`config.mk`:
```
export PLATFORM = sky130hd
export DESIGN_NAME = dwm_top
export DESIGN_NICKNAME = d
export VERILOG_FILES = /design/src/logic/dwm_pkg.sv /design/src/logic/dwm_top.sv /design/src/logic/dwm_log.sv /design/src/logic/dwm_ovl_timer.sv
export SDC_FILE = /design/constraint.sdc
export NUM_CORES = 1
export LEC_CHECK = 0
export BUFFER_PORTS_ARGS = -buffer_cell sky130_fd_sc_hd__buf_4
export CORE_MARGIN = 2
export CORE_UTILIZATION = 60
export CTS_CLUSTER_SIZE = 14
export DETAILED_ROUTE_END_ITERATION = 8
export PLACE_DENSITY_LB_ADDON = 0.12
export SETUP_SLACK_MARGIN = 0.2
export SKIP_LAST_GASP = 1
export SLEW_MARGIN = 10
export SYNTH_ARGS = -nofsm -noshare
export SYNTH_HDL_FRONTEND = slang
export SYNTH_SLANG_ARGS = --single-unit
```
`constraint.sdc`:
```
create_clock -name CLK_I -period 5.15 [get_ports CLK_I]
set_clock_uncertainty 0.05 [all_clocks]
set_input_delay 0.2575 -clock CLK_I [delete_from_list [all_inputs] [get_ports CLK_I]]
set_output_delay 0.2575 -clock CLK_I [all_outputs]
set_load 0.03 [all_outputs]
```
`src/logic/dwm_pkg.sv`:
```
// Constants, warning codes and helpers shared by the drive warning monitor.
package dwm_pkg;
   localparam int CLK_FREQ_HZ = 40_000_000;
   localparam int OVL_TICK_US = 1000;
   localparam int OVL_TICK_CYC = (CLK_FREQ_HZ / 1_000_000) * OVL_TICK_US;

   localparam int WARN_N = 10;
   localparam int W_DEV_ON = 0;
   localparam int W_DEV_OFF = 1;
   localparam int W_HEAT = 2;
   localparam int W_OVOLT = 3;
   localparam int W_UVOLT = 4;
   localparam int W_OVLD = 5;
   localparam int W_OSPD = 6;
   localparam int W_RESSEL = 7;
   localparam int W_RANGE = 8;
   localparam int W_GEAR = 9;

   localparam logic [7:0] CODE_DEV_ON = 8'h0A;
   localparam logic [7:0] CODE_DEV_OFF = 8'h0C;
   localparam logic [7:0] CODE_HEAT = 8'h15;
   localparam logic [7:0] CODE_OVOLT = 8'h16;
   localparam logic [7:0] CODE_UVOLT = 8'h19;
   localparam logic [7:0] CODE_OVLD = 8'h1E;
   localparam logic [7:0] CODE_OSPD = 8'h1F;
   localparam logic [7:0] CODE_RESSEL = 8'h20;
   localparam logic [7:0] CODE_RANGE = 8'h46;
   localparam logic [7:0] CODE_GEAR = 8'h47;
   localparam logic [7:0] CODE_NONE = 8'h00;

   localparam int LOG_DEPTH = 10;
   localparam int LOG_IDX_W = 4;
   localparam int CODE_W = 8;

   localparam int POS_W = 34;
   localparam logic [POS_W-1:0] RANGE_LIMIT = 34'h080000000;
   localparam logic [31:0] GEAR_BASE_RES = 32'h000003E8;
   localparam logic [31:0] RES_MIN = 32'h00000064;
   localparam logic [31:0] RES_MAX = 32'h00002710;

   localparam logic [POS_W-1:0] POS_ZERO = 34'h000000000;
   localparam logic [WARN_N-1:0] WARN_NONE = 10'h000;

   function automatic logic [7:0] dwm_code_of(input int idx);
      logic [7:0] c;
      c = CODE_NONE;
      case (idx)
         W_DEV_ON: c = CODE_DEV_ON;
         W_DEV_OFF: c = CODE_DEV_OFF;
         W_HEAT: c = CODE_HEAT;
         W_OVOLT: c = CODE_OVOLT;
         W_UVOLT: c = CODE_UVOLT;
         W_OVLD: c = CODE_OVLD;
         W_OSPD: c = CODE_OSPD;
         W_RESSEL: c = CODE_RESSEL;
         W_RANGE: c = CODE_RANGE;
         W_GEAR: c = CODE_GEAR;
         default: c = CODE_NONE;
      endcase
      return c;
   endfunction
endpackage

```
`src/logic/dwm_top.sv`:
```
// Warning monitor of a closed-loop stepping drive.
// Functional notes
// RULE1: Warning output is asserted whenever any warning condition is detected.
// RULE2: Warnings never stop the motor; drive enable ignores them.
// RULE3: Warning output drops by itself once its cause is gone; the resolution select warning stays until current is turned off.
// RULE4: Currently active warnings are readable by the setting tool.
// RULE5: Log keeps ten most recent codes, newest first, readable and erasable.
// RULE6: Log is emptied when power is removed.
// RULE7: Code 10 when energised deviation exceeds the energised limit.
// RULE8: Code 12 when de-energised deviation exceeds limit, only with auto-return.
// RULE9: Deviation clear input zeroes the accumulated position deviation.
// RULE10: Code 21 when internal temperature exceeds overheat level.
// RULE11: Code 22 when supply voltage exceeds overvoltage level.
// RULE12: Code 25 when supply voltage falls below undervoltage level.
// RULE13: Code 30 when overtorque lasts at least the overload warning time.
// RULE14: Code 31 when motor speed exceeds overspeed level.
// RULE15: Warning if resolution select changes while energised; host holds it.
// RULE16: Code 70 when travel from home exceeds 2,147,483,648 pulses, if enabled.
// RULE17: Position preset makes present position the new home.
// RULE18: Code 71 when gear-derived resolution is outside 100 to 10000.
// RULE19: Warning output is the OR of all conditions.
`timescale 1ns/100ps
module dwm_top
   import dwm_pkg::*;
#(
   parameter int OVL_TICK = OVL_TICK_CYC,
   parameter int LEVEL_W = 16
) (
   input wire logic CLK_I,
   input wire logic RST_N_I,
   input wire logic CMD_STEP_I,
   input wire logic CMD_DIR_I,
   input wire logic ENC_STEP_I,
   input wire logic ENC_DIR_I,
   input wire logic CURRENT_ON_I,
   input wire logic DEV_CLEAR_I,
   input wire logic POS_PRESET_I,
   input wire logic RES_SEL_I,
   input wire logic [LEVEL_W-1:0] TEMP_I,
   input wire logic [LEVEL_W-1:0] VBUS_I,
   input wire logic OVERTORQUE_I,
   input wire logic [LEVEL_W-1:0] SPEED_I,
   input wire logic [15:0] GEAR_NUM_I,
   input wire logic [15:0] GEAR_DEN_I,
   input wire logic [31:0] ENER_DEV_LIMIT_I,
   input wire logic [31:0] DEENER_DEV_LIMIT_I,
   input wire logic AUTO_RETURN_EN_I,
   input wire logic [LEVEL_W-1:0] OVERHEAT_WARN_LEVEL_I,
   input wire logic [LEVEL_W-1:0] OVERVOLT_WARN_LEVEL_I,
   input wire logic [LEVEL_W-1:0] UNDERVOLT_WARN_LEVEL_I,
   input wire logic [15:0] OVERLOAD_WARN_TIME_I,
   input wire logic [LEVEL_W-1:0] OVERSPEED_WARN_LEVEL_I,
   input wire logic RANGE_WARN_EN_I,
   input wire logic LOG_CLEAR_I,
   input wire logic [LOG_IDX_W-1:0] LOG_RD_IDX_I,
   output logic WARNING_OUTPUT_O,
   output logic [WARN_N-1:0] ACTIVE_WARN_O,
   output logic DRIVE_EN_O,
   output logic [CODE_W-1:0] LOG_RD_CODE_O,
   output logic [LOG_IDX_W-1:0] LOG_COUNT_O,
   output logic signed [POS_W-1:0] DEVIATION_O,
   output logic signed [POS_W-1:0] TRAVEL_O
);
   typedef struct packed {
      logic clr_s1;
      logic clr_s2;
      logic pre_s1;
      logic pre_s2;
      logic rs_s1;
      logic rs_s2;
      logic rs_s3;
      logic [1:0] rs_fill;
      logic signed [POS_W-1:0] dev;
      logic signed [POS_W-1:0] trav;
      logic rs_warn;
      logic [WARN_N-1:0] warn;
      logic [WARN_N-1:0] logged;
      logic out;
      logic push;
      logic [CODE_W-1:0] push_code;
      logic drive_en;
   } dwm_top_st_t;

   dwm_top_st_t r;
   dwm_top_st_t n;

   logic ovl_warn;
   logic signed [POS_W-1:0] step_cmd;
   logic signed [POS_W-1:0] step_enc;
   logic [POS_W-1:0] dev_mag;
   logic [POS_W-1:0] trav_mag;
   logic [31:0] gear_prod;
   logic [31:0] gear_lo;
   logic [31:0] gear_hi;
   logic [WARN_N-1:0] cond;
   logic [WARN_N-1:0] pend;
   int pick;

   function automatic logic [POS_W-1:0] mag(input logic signed [POS_W-1:0] v);
      logic [POS_W-1:0] m;
      m = v[POS_W-1] ? POS_W'(-v) : POS_W'(v);
      return m;
   endfunction

   function automatic logic signed [POS_W-1:0] step(input logic en, input logic dir);
      logic signed [POS_W-1:0] s;
      s = '0;
      if (en) begin
         s = dir ? POS_W'(1) : -POS_W'(1);
      end
      return s;
   endfunction

   dwm_ovl_timer #(
      .TICK_CYC(OVL_TICK)
   ) u_ovl (
      .clk_i(CLK_I),
      .rst_n_i(RST_N_I),
      .overtorque_i(OVERTORQUE_I),
      .limit_ms_i(OVERLOAD_WARN_TIME_I),
      .warn_o(ovl_warn)
   );

   always_comb begin
      n = r;
      cond = WARN_NONE;
      pick = -1;
      step_cmd = step(CMD_STEP_I, CMD_DIR_I);
      step_enc = step(ENC_STEP_I, ENC_DIR_I);

      // Clear, preset and resolution select pins pass two flip-flops before use.
      n.clr_s1 = DEV_CLEAR_I;
      n.clr_s2 = r.clr_s1;
      n.pre_s1 = POS_PRESET_I;
      n.pre_s2 = r.pre_s1;
      n.rs_s1 = RES_SEL_I;
      n.rs_s2 = r.rs_s1;
      n.rs_s3 = r.rs_s2;

      if (r.clr_s2) begin
         n.dev = POS_ZERO; // RULE9
      end else begin
         n.dev = r.dev + step_cmd - step_enc;
      end

      if (r.pre_s2) begin
         n.trav = POS_ZERO; // RULE17
      end else begin
         n.trav = r.trav + step_enc;
      end

      // Sync stages leave reset at zero, so a high pin would look like a change.
      // A change is trusted only once all three stages hold real pin samples.
      if (r.rs_fill != 2'h3) begin
         n.rs_fill = r.rs_fill + 2'h1;
      end

      // Resolution select is latched as changed until the current is turned off.
      if (!CURRENT_ON_I) begin
         n.rs_warn = 1'b0;
      end else if ((r.rs_fill == 2'h3) && (r.rs_s2 != r.rs_s3)) begin
         n.rs_warn = 1'b1; // RULE15
      end

      dev_mag = mag(r.dev);
      trav_mag = mag(r.trav);
      gear_prod = GEAR_BASE_RES * {16'h0000, GEAR_DEN_I};
      gear_lo = RES_MIN * {16'h0000, GEAR_NUM_I};
      gear_hi = RES_MAX * {16'h0000, GEAR_NUM_I};

      cond[W_DEV_ON] = CURRENT_ON_I && (dev_mag > {2'b00, ENER_DEV_LIMIT_I}); // RULE7
      cond[W_DEV_OFF] = !CURRENT_ON_I && AUTO_RETURN_EN_I
         && (dev_mag > {2'b00, DEENER_DEV_LIMIT_I}); // RULE8
      cond[W_HEAT] = TEMP_I > OVERHEAT_WARN_LEVEL_I; // RULE10
      cond[W_OVOLT] = VBUS_I > OVERVOLT_WARN_LEVEL_I; // RULE11
      cond[W_UVOLT] = VBUS_I < UNDERVOLT_WARN_LEVEL_I; // RULE12
      cond[W_OVLD] = ovl_warn; // RULE13
      cond[W_OSPD] = SPEED_I > OVERSPEED_WARN_LEVEL_I; // RULE14
      cond[W_RESSEL] = r.rs_warn; // RULE15
      cond[W_RANGE] = RANGE_WARN_EN_I && (trav_mag > RANGE_LIMIT); // RULE16
      cond[W_GEAR] = (GEAR_NUM_I == 16'h0000) || (gear_prod < gear_lo)
         || (gear_prod > gear_hi); // RULE18

      // Conditions are levels, so each warning except the latched resolution select one clears as soon as its cause goes.
      n.warn = cond; // RULE3 RULE4
      n.out = |cond; // RULE1 RULE19

      // One new warning per cycle enters the log, lowest index first.
      pend = r.warn & ~r.logged;
      for (int i = WARN_N - 1; i >= 0; i--) begin
         if (pend[i]) begin
            pick = i;
         end
      end
      n.logged = r.logged & r.warn;
      n.push = 1'b0;
      n.push_code = CODE_NONE;
      if (pick >= 0) begin
         n.logged[pick] = 1'b1;
         n.push = 1'b1; // RULE5
         n.push_code = dwm_code_of(pick);
      end

      // Drive enable follows the current command only; warnings never gate it.
      n.drive_en = CURRENT_ON_I; // RULE2
   end

   always_ff @(posedge CLK_I or negedge RST_N_I) begin
      if (!RST_N_I) begin
         r <= '0;
      end else begin
         r <= n;
      end
   end

   dwm_log #(
      .DEPTH(LOG_DEPTH)
   ) u_log (
      .clk_i(CLK_I),
      .rst_n_i(RST_N_I), // RULE6
      .push_i(r.push),
      .code_i(r.push_code),
      .clear_i(LOG_CLEAR_I), // RULE5
      .rd_idx_i(LOG_RD_IDX_I),
      .rd_code_o(LOG_RD_CODE_O),
      .count_o(LOG_COUNT_O)
   );

   assign WARNING_OUTPUT_O = r.out;
   assign ACTIVE_WARN_O = r.warn;
   assign DRIVE_EN_O = r.drive_en;
   assign DEVIATION_O = r.dev;
   assign TRAVEL_O = r.trav;
endmodule

```
`src/logic/dwm_log.sv`:
```
// Ten-entry recent warning log, newest entry at index zero.
`timescale 1ns/100ps
module dwm_log
   import dwm_pkg::*;
#(
   parameter int DEPTH = LOG_DEPTH
) (
   input wire logic clk_i,
   input wire logic rst_n_i,
   input wire logic push_i,
   input wire logic [CODE_W-1:0] code_i,
   input wire logic clear_i,
   input wire logic [LOG_IDX_W-1:0] rd_idx_i,
   output logic [CODE_W-1:0] rd_code_o,
   output logic [LOG_IDX_W-1:0] count_o
);
   typedef struct packed {
      logic [DEPTH-1:0][CODE_W-1:0] ent;
      logic [LOG_IDX_W-1:0] cnt;
      logic [CODE_W-1:0] rd;
   } dwm_log_st_t;

   dwm_log_st_t r;
   dwm_log_st_t n;

   always_comb begin
      n = r;
      if (clear_i) begin
         n.ent = '0;
         n.cnt = '0;
      end
      // A push in the clearing cycle survives as the only entry.
      if (push_i) begin
         for (int i = DEPTH - 1; i > 0; i--) begin
            n.ent[i] = n.ent[i-1];
         end
         n.ent[0] = code_i;
         if (n.cnt < LOG_IDX_W'(DEPTH)) begin
            n.cnt = n.cnt + 1'b1;
         end
      end
      if (rd_idx_i < r.cnt) begin
         n.rd = r.ent[rd_idx_i];
      end else begin
         n.rd = CODE_NONE;
      end
   end

   // Power-on reset is the only reset, so losing power empties the log.
   always_ff @(posedge clk_i or negedge rst_n_i) begin
      if (!rst_n_i) begin
         r <= '0;
      end else begin
         r <= n;
      end
   end

   assign rd_code_o = r.rd;
   assign count_o = r.cnt;
endmodule

```
`src/logic/dwm_ovl_timer.sv`:
```
// Measures how long the load has stayed above maximum torque.
`timescale 1ns/100ps
module dwm_ovl_timer
   import dwm_pkg::*;
#(
   parameter int TICK_CYC = OVL_TICK_CYC
) (
   input wire logic clk_i,
   input wire logic rst_n_i,
   input wire logic overtorque_i,
   input wire logic [15:0] limit_ms_i,
   output logic warn_o
);
   typedef struct packed {
      logic [31:0] pre;
      logic [15:0] dur;
      logic warn;
   } dwm_ovl_st_t;

   dwm_ovl_st_t r;
   dwm_ovl_st_t n;

   always_comb begin
      n = r;
      if (!overtorque_i) begin
         n.pre = '0;
         n.dur = '0;
      end else if (r.pre == 32'(TICK_CYC - 1)) begin
         n.pre = '0;
         if (r.dur != 16'hFFFF) begin
            n.dur = r.dur + 16'h0001;
         end
      end else begin
         n.pre = r.pre + 32'h00000001;
      end
      n.warn = overtorque_i && (n.dur >= limit_ms_i);
   end

   always_ff @(posedge clk_i or negedge rst_n_i) begin
      if (!rst_n_i) begin
         r <= '0;
      end else begin
         r <= n;
      end
   end

   assign warn_o = r.warn;
endmodule

```
==> results <==
- The run finished, with violations left.
- The final reports fail on negative setup slack.
- The combinational share of power is 0.715.
- Counting flops and latches in the post-synthesis netlist gives about 250.
- The maximum clock insertion buffer count is 3.
- The total number of vias is approximately 23,000.
- The die covers between 0.04 and 0.05 mm².
- Dividing the final minimum period by the clock period gives 1.09.
- The sequential cell fraction of total power is 0.161.
- Yosys instantiated no cell more often than sky130_fd_sc_hd__inv_1.
- The top cell family by delay on the critical path is adder cells.
- For this run, the leading register cell type out of synthesis is sky130_fd_sc_hd__dfrtp_1.
- The most frequent cell on the critical path is sky130_fd_sc_hd__fa_1.
- CTS built an H-tree with a depth of 1.
- The placed standard-cell area is 0.0311 mm².
- The max-cap check violation count is 0.
- The final hold violation count is 0.
- The number of routed nets with antenna violations is 0.
- Before antenna repair, the detailed router went through 5 iterations.
- STA classifies the critical path endpoint as a register.
- The post-route standard cell area excluding fillers is 0.0322 mm².
- In the post-route analysis, the smallest setup slack over all paths is -0.462 ns.
- The clock tree root driver cell is sky130_fd_sc_hd__clkbuf_16.
- STA puts the critical path data required time at 5.60 ns.
- 0 antenna diodes ended up in the layout.
- The number of nets handed over by synthesis was ~3,800.
- In this design, the stage delay of the slowest critical-path cell is between 0.5 and 0.6 ns.
- The switching power of the nets is 7620 µW.
- The worst-case IR drop observed on VDD is around 0.43 mV.
- In the final layout, the share of cells above drive strength 1 is 0.185.
- The final layout contains ~4,300 nets.
- In the synthesized netlist, the cells that appear most often are 528 x sky130_fd_sc_hd__inv_1, 446 x sky130_fd_sc_hd__ha_1, 267 x sky130_fd_sc_hd__nor2_1, 249 x sky130_fd_sc_hd__dfrtp_1, 145 x sky130_fd_sc_hd__a21oi_1.
- After synthesis, the share of flip-flops with an asynchronous set or reset is 1.00.
- Entering global routing, the biggest net connects ~150 pins.
- The transition time of the tightest slew-check pin is approximately 1.2 ns.
- Of the total power, the share spent switching nets is 0.458.
- On the critical path, the stage with the largest delay is an instance of sky130_fd_sc_hd__fa_1.
- The portion of total power attributed to the clock network is 0.124.
- The initial core utilization is 0.603.
- In the routed design, unresolved DRC markers number 0.
- Setup violations remaining at the end of the flow were counted as 2.
- The number of antenna violations at the first check in global routing was 1.
- For the worst-skew pair, the clock arrives at the later sink with an insertion delay of 0.58 ns.
- The share of synthesized area in the top cell type comes to 0.229.
- The critical path is of the input pin to register type.
- The overall global routing resource usage is 0.305.
- Synthesis handed over a netlist of 3,023 instances.
- Setup repair after global routing could not meet its margin everywhere.
- STA classifies the critical path startpoint as an input pin.
- The distinct cell type count of the synthesized netlist is 75.
- In this run the register-to-register setup slack is 0.14 ns.
- Subtracting the final worst setup slack from the clock period gives 5.61 ns.
- The initial DRC count is between 1,000 and 1,500.
- Data on the critical path arrives at its endpoint at a little over 6 ns.
- Yosys attributes the largest share of cell area to sky130_fd_sc_hd__dfrtp_1 23%, sky130_fd_sc_hd__ha_1 21%, sky130_fd_sc_hd__fa_1 9.9%.
- In this run the vertical extent of the chip is 217 µm.
- For this design the ratio of total power to cell area is 517 mW/mm².
- At the placement stage, the worst setup path has a slack of -1.00 ns.
- The cell taking the most area after synthesis is sky130_fd_sc_hd__dfrtp_1.
- The site row count is 78.
- The total overflow left after global routing is 0.
- The ratio of routed vias to standard cells is 5.60.
- The critical-path maximum fanout is 4.
- The post-detailed-placement half-perimeter wirelength is approximately 58,000 µm.
- The post-synthesis average cell area is 9.00 µm².
- Measured along the x axis, the die boundary spans 217 µm.
- The number of enable flip-flop cells after synthesis is 0.
- The wire length of the first global-routing pass is 117,000 µm.
- The total I/O pin count is 334.
- During placement, the flow inserted port buffers numbering about 330.
- The detail-routed net length per standard cell is 17.5 µm.
- The path class of the tightest hold or removal check is input pin to register.
- The register area share after synthesis is 0.229.
- The congestion estimate from routability-driven global placement came to slightly below 1.
- The number of max-slew violations in the final report is 0.
- The final-layout setup total negative slack is -0.813 ns.
- Clock-pin slew was measured on the worst setup and hold paths at ~0.060 ns.
- The finished layout holds 4,064 standard cells, fillers aside.
- The internal power summed over all cells is approximately 9000 µW.
- Counting the buffers created by CTS gives 28.
- The placeable core region is around 0.045 mm².
- Yosys printed 0 warnings.
- In this run the static leakage power is between 0.015 and 0.02 µW.
- The count of buffer and inverter cells on the critical path is 4.
- The via count of the first global-routing pass is 23,755.
- Relative to the synthesized area, the layout overhead comes to 18.4%.
- The upper clock frequency limit is roughly 180 MHz.
- The total length of routed wires is 71,100 µm.
- TritonCTS built the clock tree.
- The post-synthesis instance area is 0.0272 mm².
- The remaining max-slew budget at the tightest pin is 0.205.
- After detailed placement, the design holds a cell count of 4,001.
- The clock sink count is between 200 and 250.
## worst register-to-register path, cell delays in order (launching register included)
cell and delay, ns:
sky130_fd_sc_hd__dfrtp_1 0.43, sky130_fd_sc_hd__or4_1 0.55, sky130_fd_sc_hd__buf_4 0.16, sky130_fd_sc_hd__nor4_1 0.36, sky130_fd_sc_hd__nand3_1 0.31, sky130_fd_sc_hd__o41ai_1 0.44, sky130_fd_sc_hd__xnor2_1 0.17, sky130_fd_sc_hd__ha_1 0.32
sky130_fd_sc_hd__nand4_1 0.08, sky130_fd_sc_hd__nor2_1 0.18, sky130_fd_sc_hd__nand3_1 0.21, sky130_fd_sc_hd__nor3_1 0.53, sky130_fd_sc_hd__a21bo_2 0.22, sky130_fd_sc_hd__o2bb2ai_1 0.10, sky130_fd_sc_hd__or3_1 0.38, sky130_fd_sc_hd__nor4_2 0.27
sky130_fd_sc_hd__nand2b_1 0.11
## through the flow
| stage | power (µW) | util | hold WS, ns |
|---|---|---|---|
| 2_1_floorplan | 10500 | - | -0.0881 |
| 3_3_place_gp | 13900 | 0.690 | 0.139 |
| 3_5_place_dp | 14200 | 0.690 | 0.143 |
| 4_1_cts | 16500 | 0.713 | 0.0266 |
| 5_1_grt | 18100 | 0.714 | 0.0757 |
| 6_report | 16600 | 0.714 | 0.0557 |
## power by group through the flow
stage | registers, µW | clock network [µW] | logic (µW)
after floorplan | 2510 | 0 | 8010
after global routing | 2730 | 2170 | 13200
after global placement | 2700 | 0 | 11200
after detailed placement | 2700 | 0 | 11500
final | 2680 | 2060 | 11900
after CTS | 2680 | 2100 | 11700
## layer usage
metal,vias to the layer above,share of wire,track usage
li1,11012,-,-
met4,2,0.039,0.111
met1,11008,0.42,0.380
met2,598,0.49,0.539
met3,155,0.053,0.0446
met5,-,0.00023,0
## area by class of cell
class | count | area (µm²)
multi-input combinational | 2110 | 18300
tap | 600 | 751
timing repair buffer | 527 | 4010
sequential | 249 | 6230
fill | 3558 | 12900
clock buffer | 33 | 729
inverter | 528 | 1990
clock inverter | 17 | 209
## cells in the final DEF (no fill, tap or decap), types with 10 or more instances in the layout
| cell | instances |
|---|---|
| sky130_fd_sc_hd__nand2_1 | 94 |
| sky130_fd_sc_hd__o31ai_1 | 14 |
| sky130_fd_sc_hd__o21bai_1 | 12 |
| sky130_fd_sc_hd__or4_1 | 10 |
| sky130_fd_sc_hd__fa_1 | 134 |
| sky130_fd_sc_hd__clkbuf_16 | 28 |
| sky130_fd_sc_hd__and2_1 | 15 |
| sky130_fd_sc_hd__nor2b_1 | 36 |
| sky130_fd_sc_hd__o22ai_1 | 11 |
| sky130_fd_sc_hd__o21ai_0 | 102 |
| sky130_fd_sc_hd__a21o_1 | 84 |
| sky130_fd_sc_hd__a21oi_1 | 140 |
| sky130_fd_sc_hd__dfrtp_1 | 248 |
| sky130_fd_sc_hd__a22o_1 | 17 |
| sky130_fd_sc_hd__o211ai_1 | 14 |
| sky130_fd_sc_hd__nand4_1 | 43 |
| sky130_fd_sc_hd__mux4_2 | 16 |
| sky130_fd_sc_hd__o41ai_1 | 10 |
| sky130_fd_sc_hd__a211oi_1 | 18 |
| sky130_fd_sc_hd__nor4_1 | 14 |
| sky130_fd_sc_hd__nand2b_1 | 32 |
| sky130_fd_sc_hd__xnor2_1 | 97 |
| sky130_fd_sc_hd__o21a_1 | 28 |
| sky130_fd_sc_hd__nor3_1 | 51 |
| sky130_fd_sc_hd__ha_1 | 443 |
| sky130_fd_sc_hd__nor2_1 | 267 |
| sky130_fd_sc_hd__a31oi_1 | 17 |
| sky130_fd_sc_hd__nand3_1 | 59 |
| sky130_fd_sc_hd__buf_4 | 516 |
| sky130_fd_sc_hd__inv_1 | 521 |
| sky130_fd_sc_hd__mux2i_1 | 93 |
| sky130_fd_sc_hd__xor2_1 | 80 |
| sky130_fd_sc_hd__and3_1 | 25 |
## repair_timing
action	CTS	global route
setup buffers	1	6
endpoints found under the setup margin	2	2
hold endpoints to repair	58	0
resized for setup	5	11
hold buffers	6	0
pin swaps	5	12
## path summary, 6_finish.rpt
kind / startpoint / endpoint / cells past startpoint
worst max-delay path: GEAR_DEN_I[0] / WARNING_OUTPUT_O / 26
worst min-delay path: ENC_STEP_I / TRAVEL_O[0] / 3
worst max register to register: DEVIATION_O[13] / WARNING_OUTPUT_O / 16
worst min register to register: n[103] / n[102] / 0
max in group asynchronous: RST_N_I / TRAVEL_O[3] / 3
min in group asynchronous: RST_N_I / u_log.rd_code_o[2] / 2
## flip-flops by register name (all words and copies together), names as in the netlist
signal	count
TRAVEL_O	34
u_ovl.warn_o	1
n	4
u_log.count_o	4
u_log.rd_code_o	8
DEVIATION_O	34
r	23
WARNING_OUTPUT_O	1
u_log.r	80
cond	1
ACTIVE_WARN_O	10
u_ovl.r	48
DRIVE_EN_O	1
## logic make-up after synthesis
logic type / count (synthesis) / synth area share
adder cells (fa/ha/maj): 581 / 0.304
AND/OR/NAND/NOR: 694 / 0.125
buffers and inverters: 664 / 0.104
flip-flops: 249 / 0.229
XOR/XNOR: 178 / 0.0573
multiplexers: 111 / 0.0483
AO/OA/AOI/OAI: 546 / 0.133
Note: power is estimated with default switching activity, not from simulation.
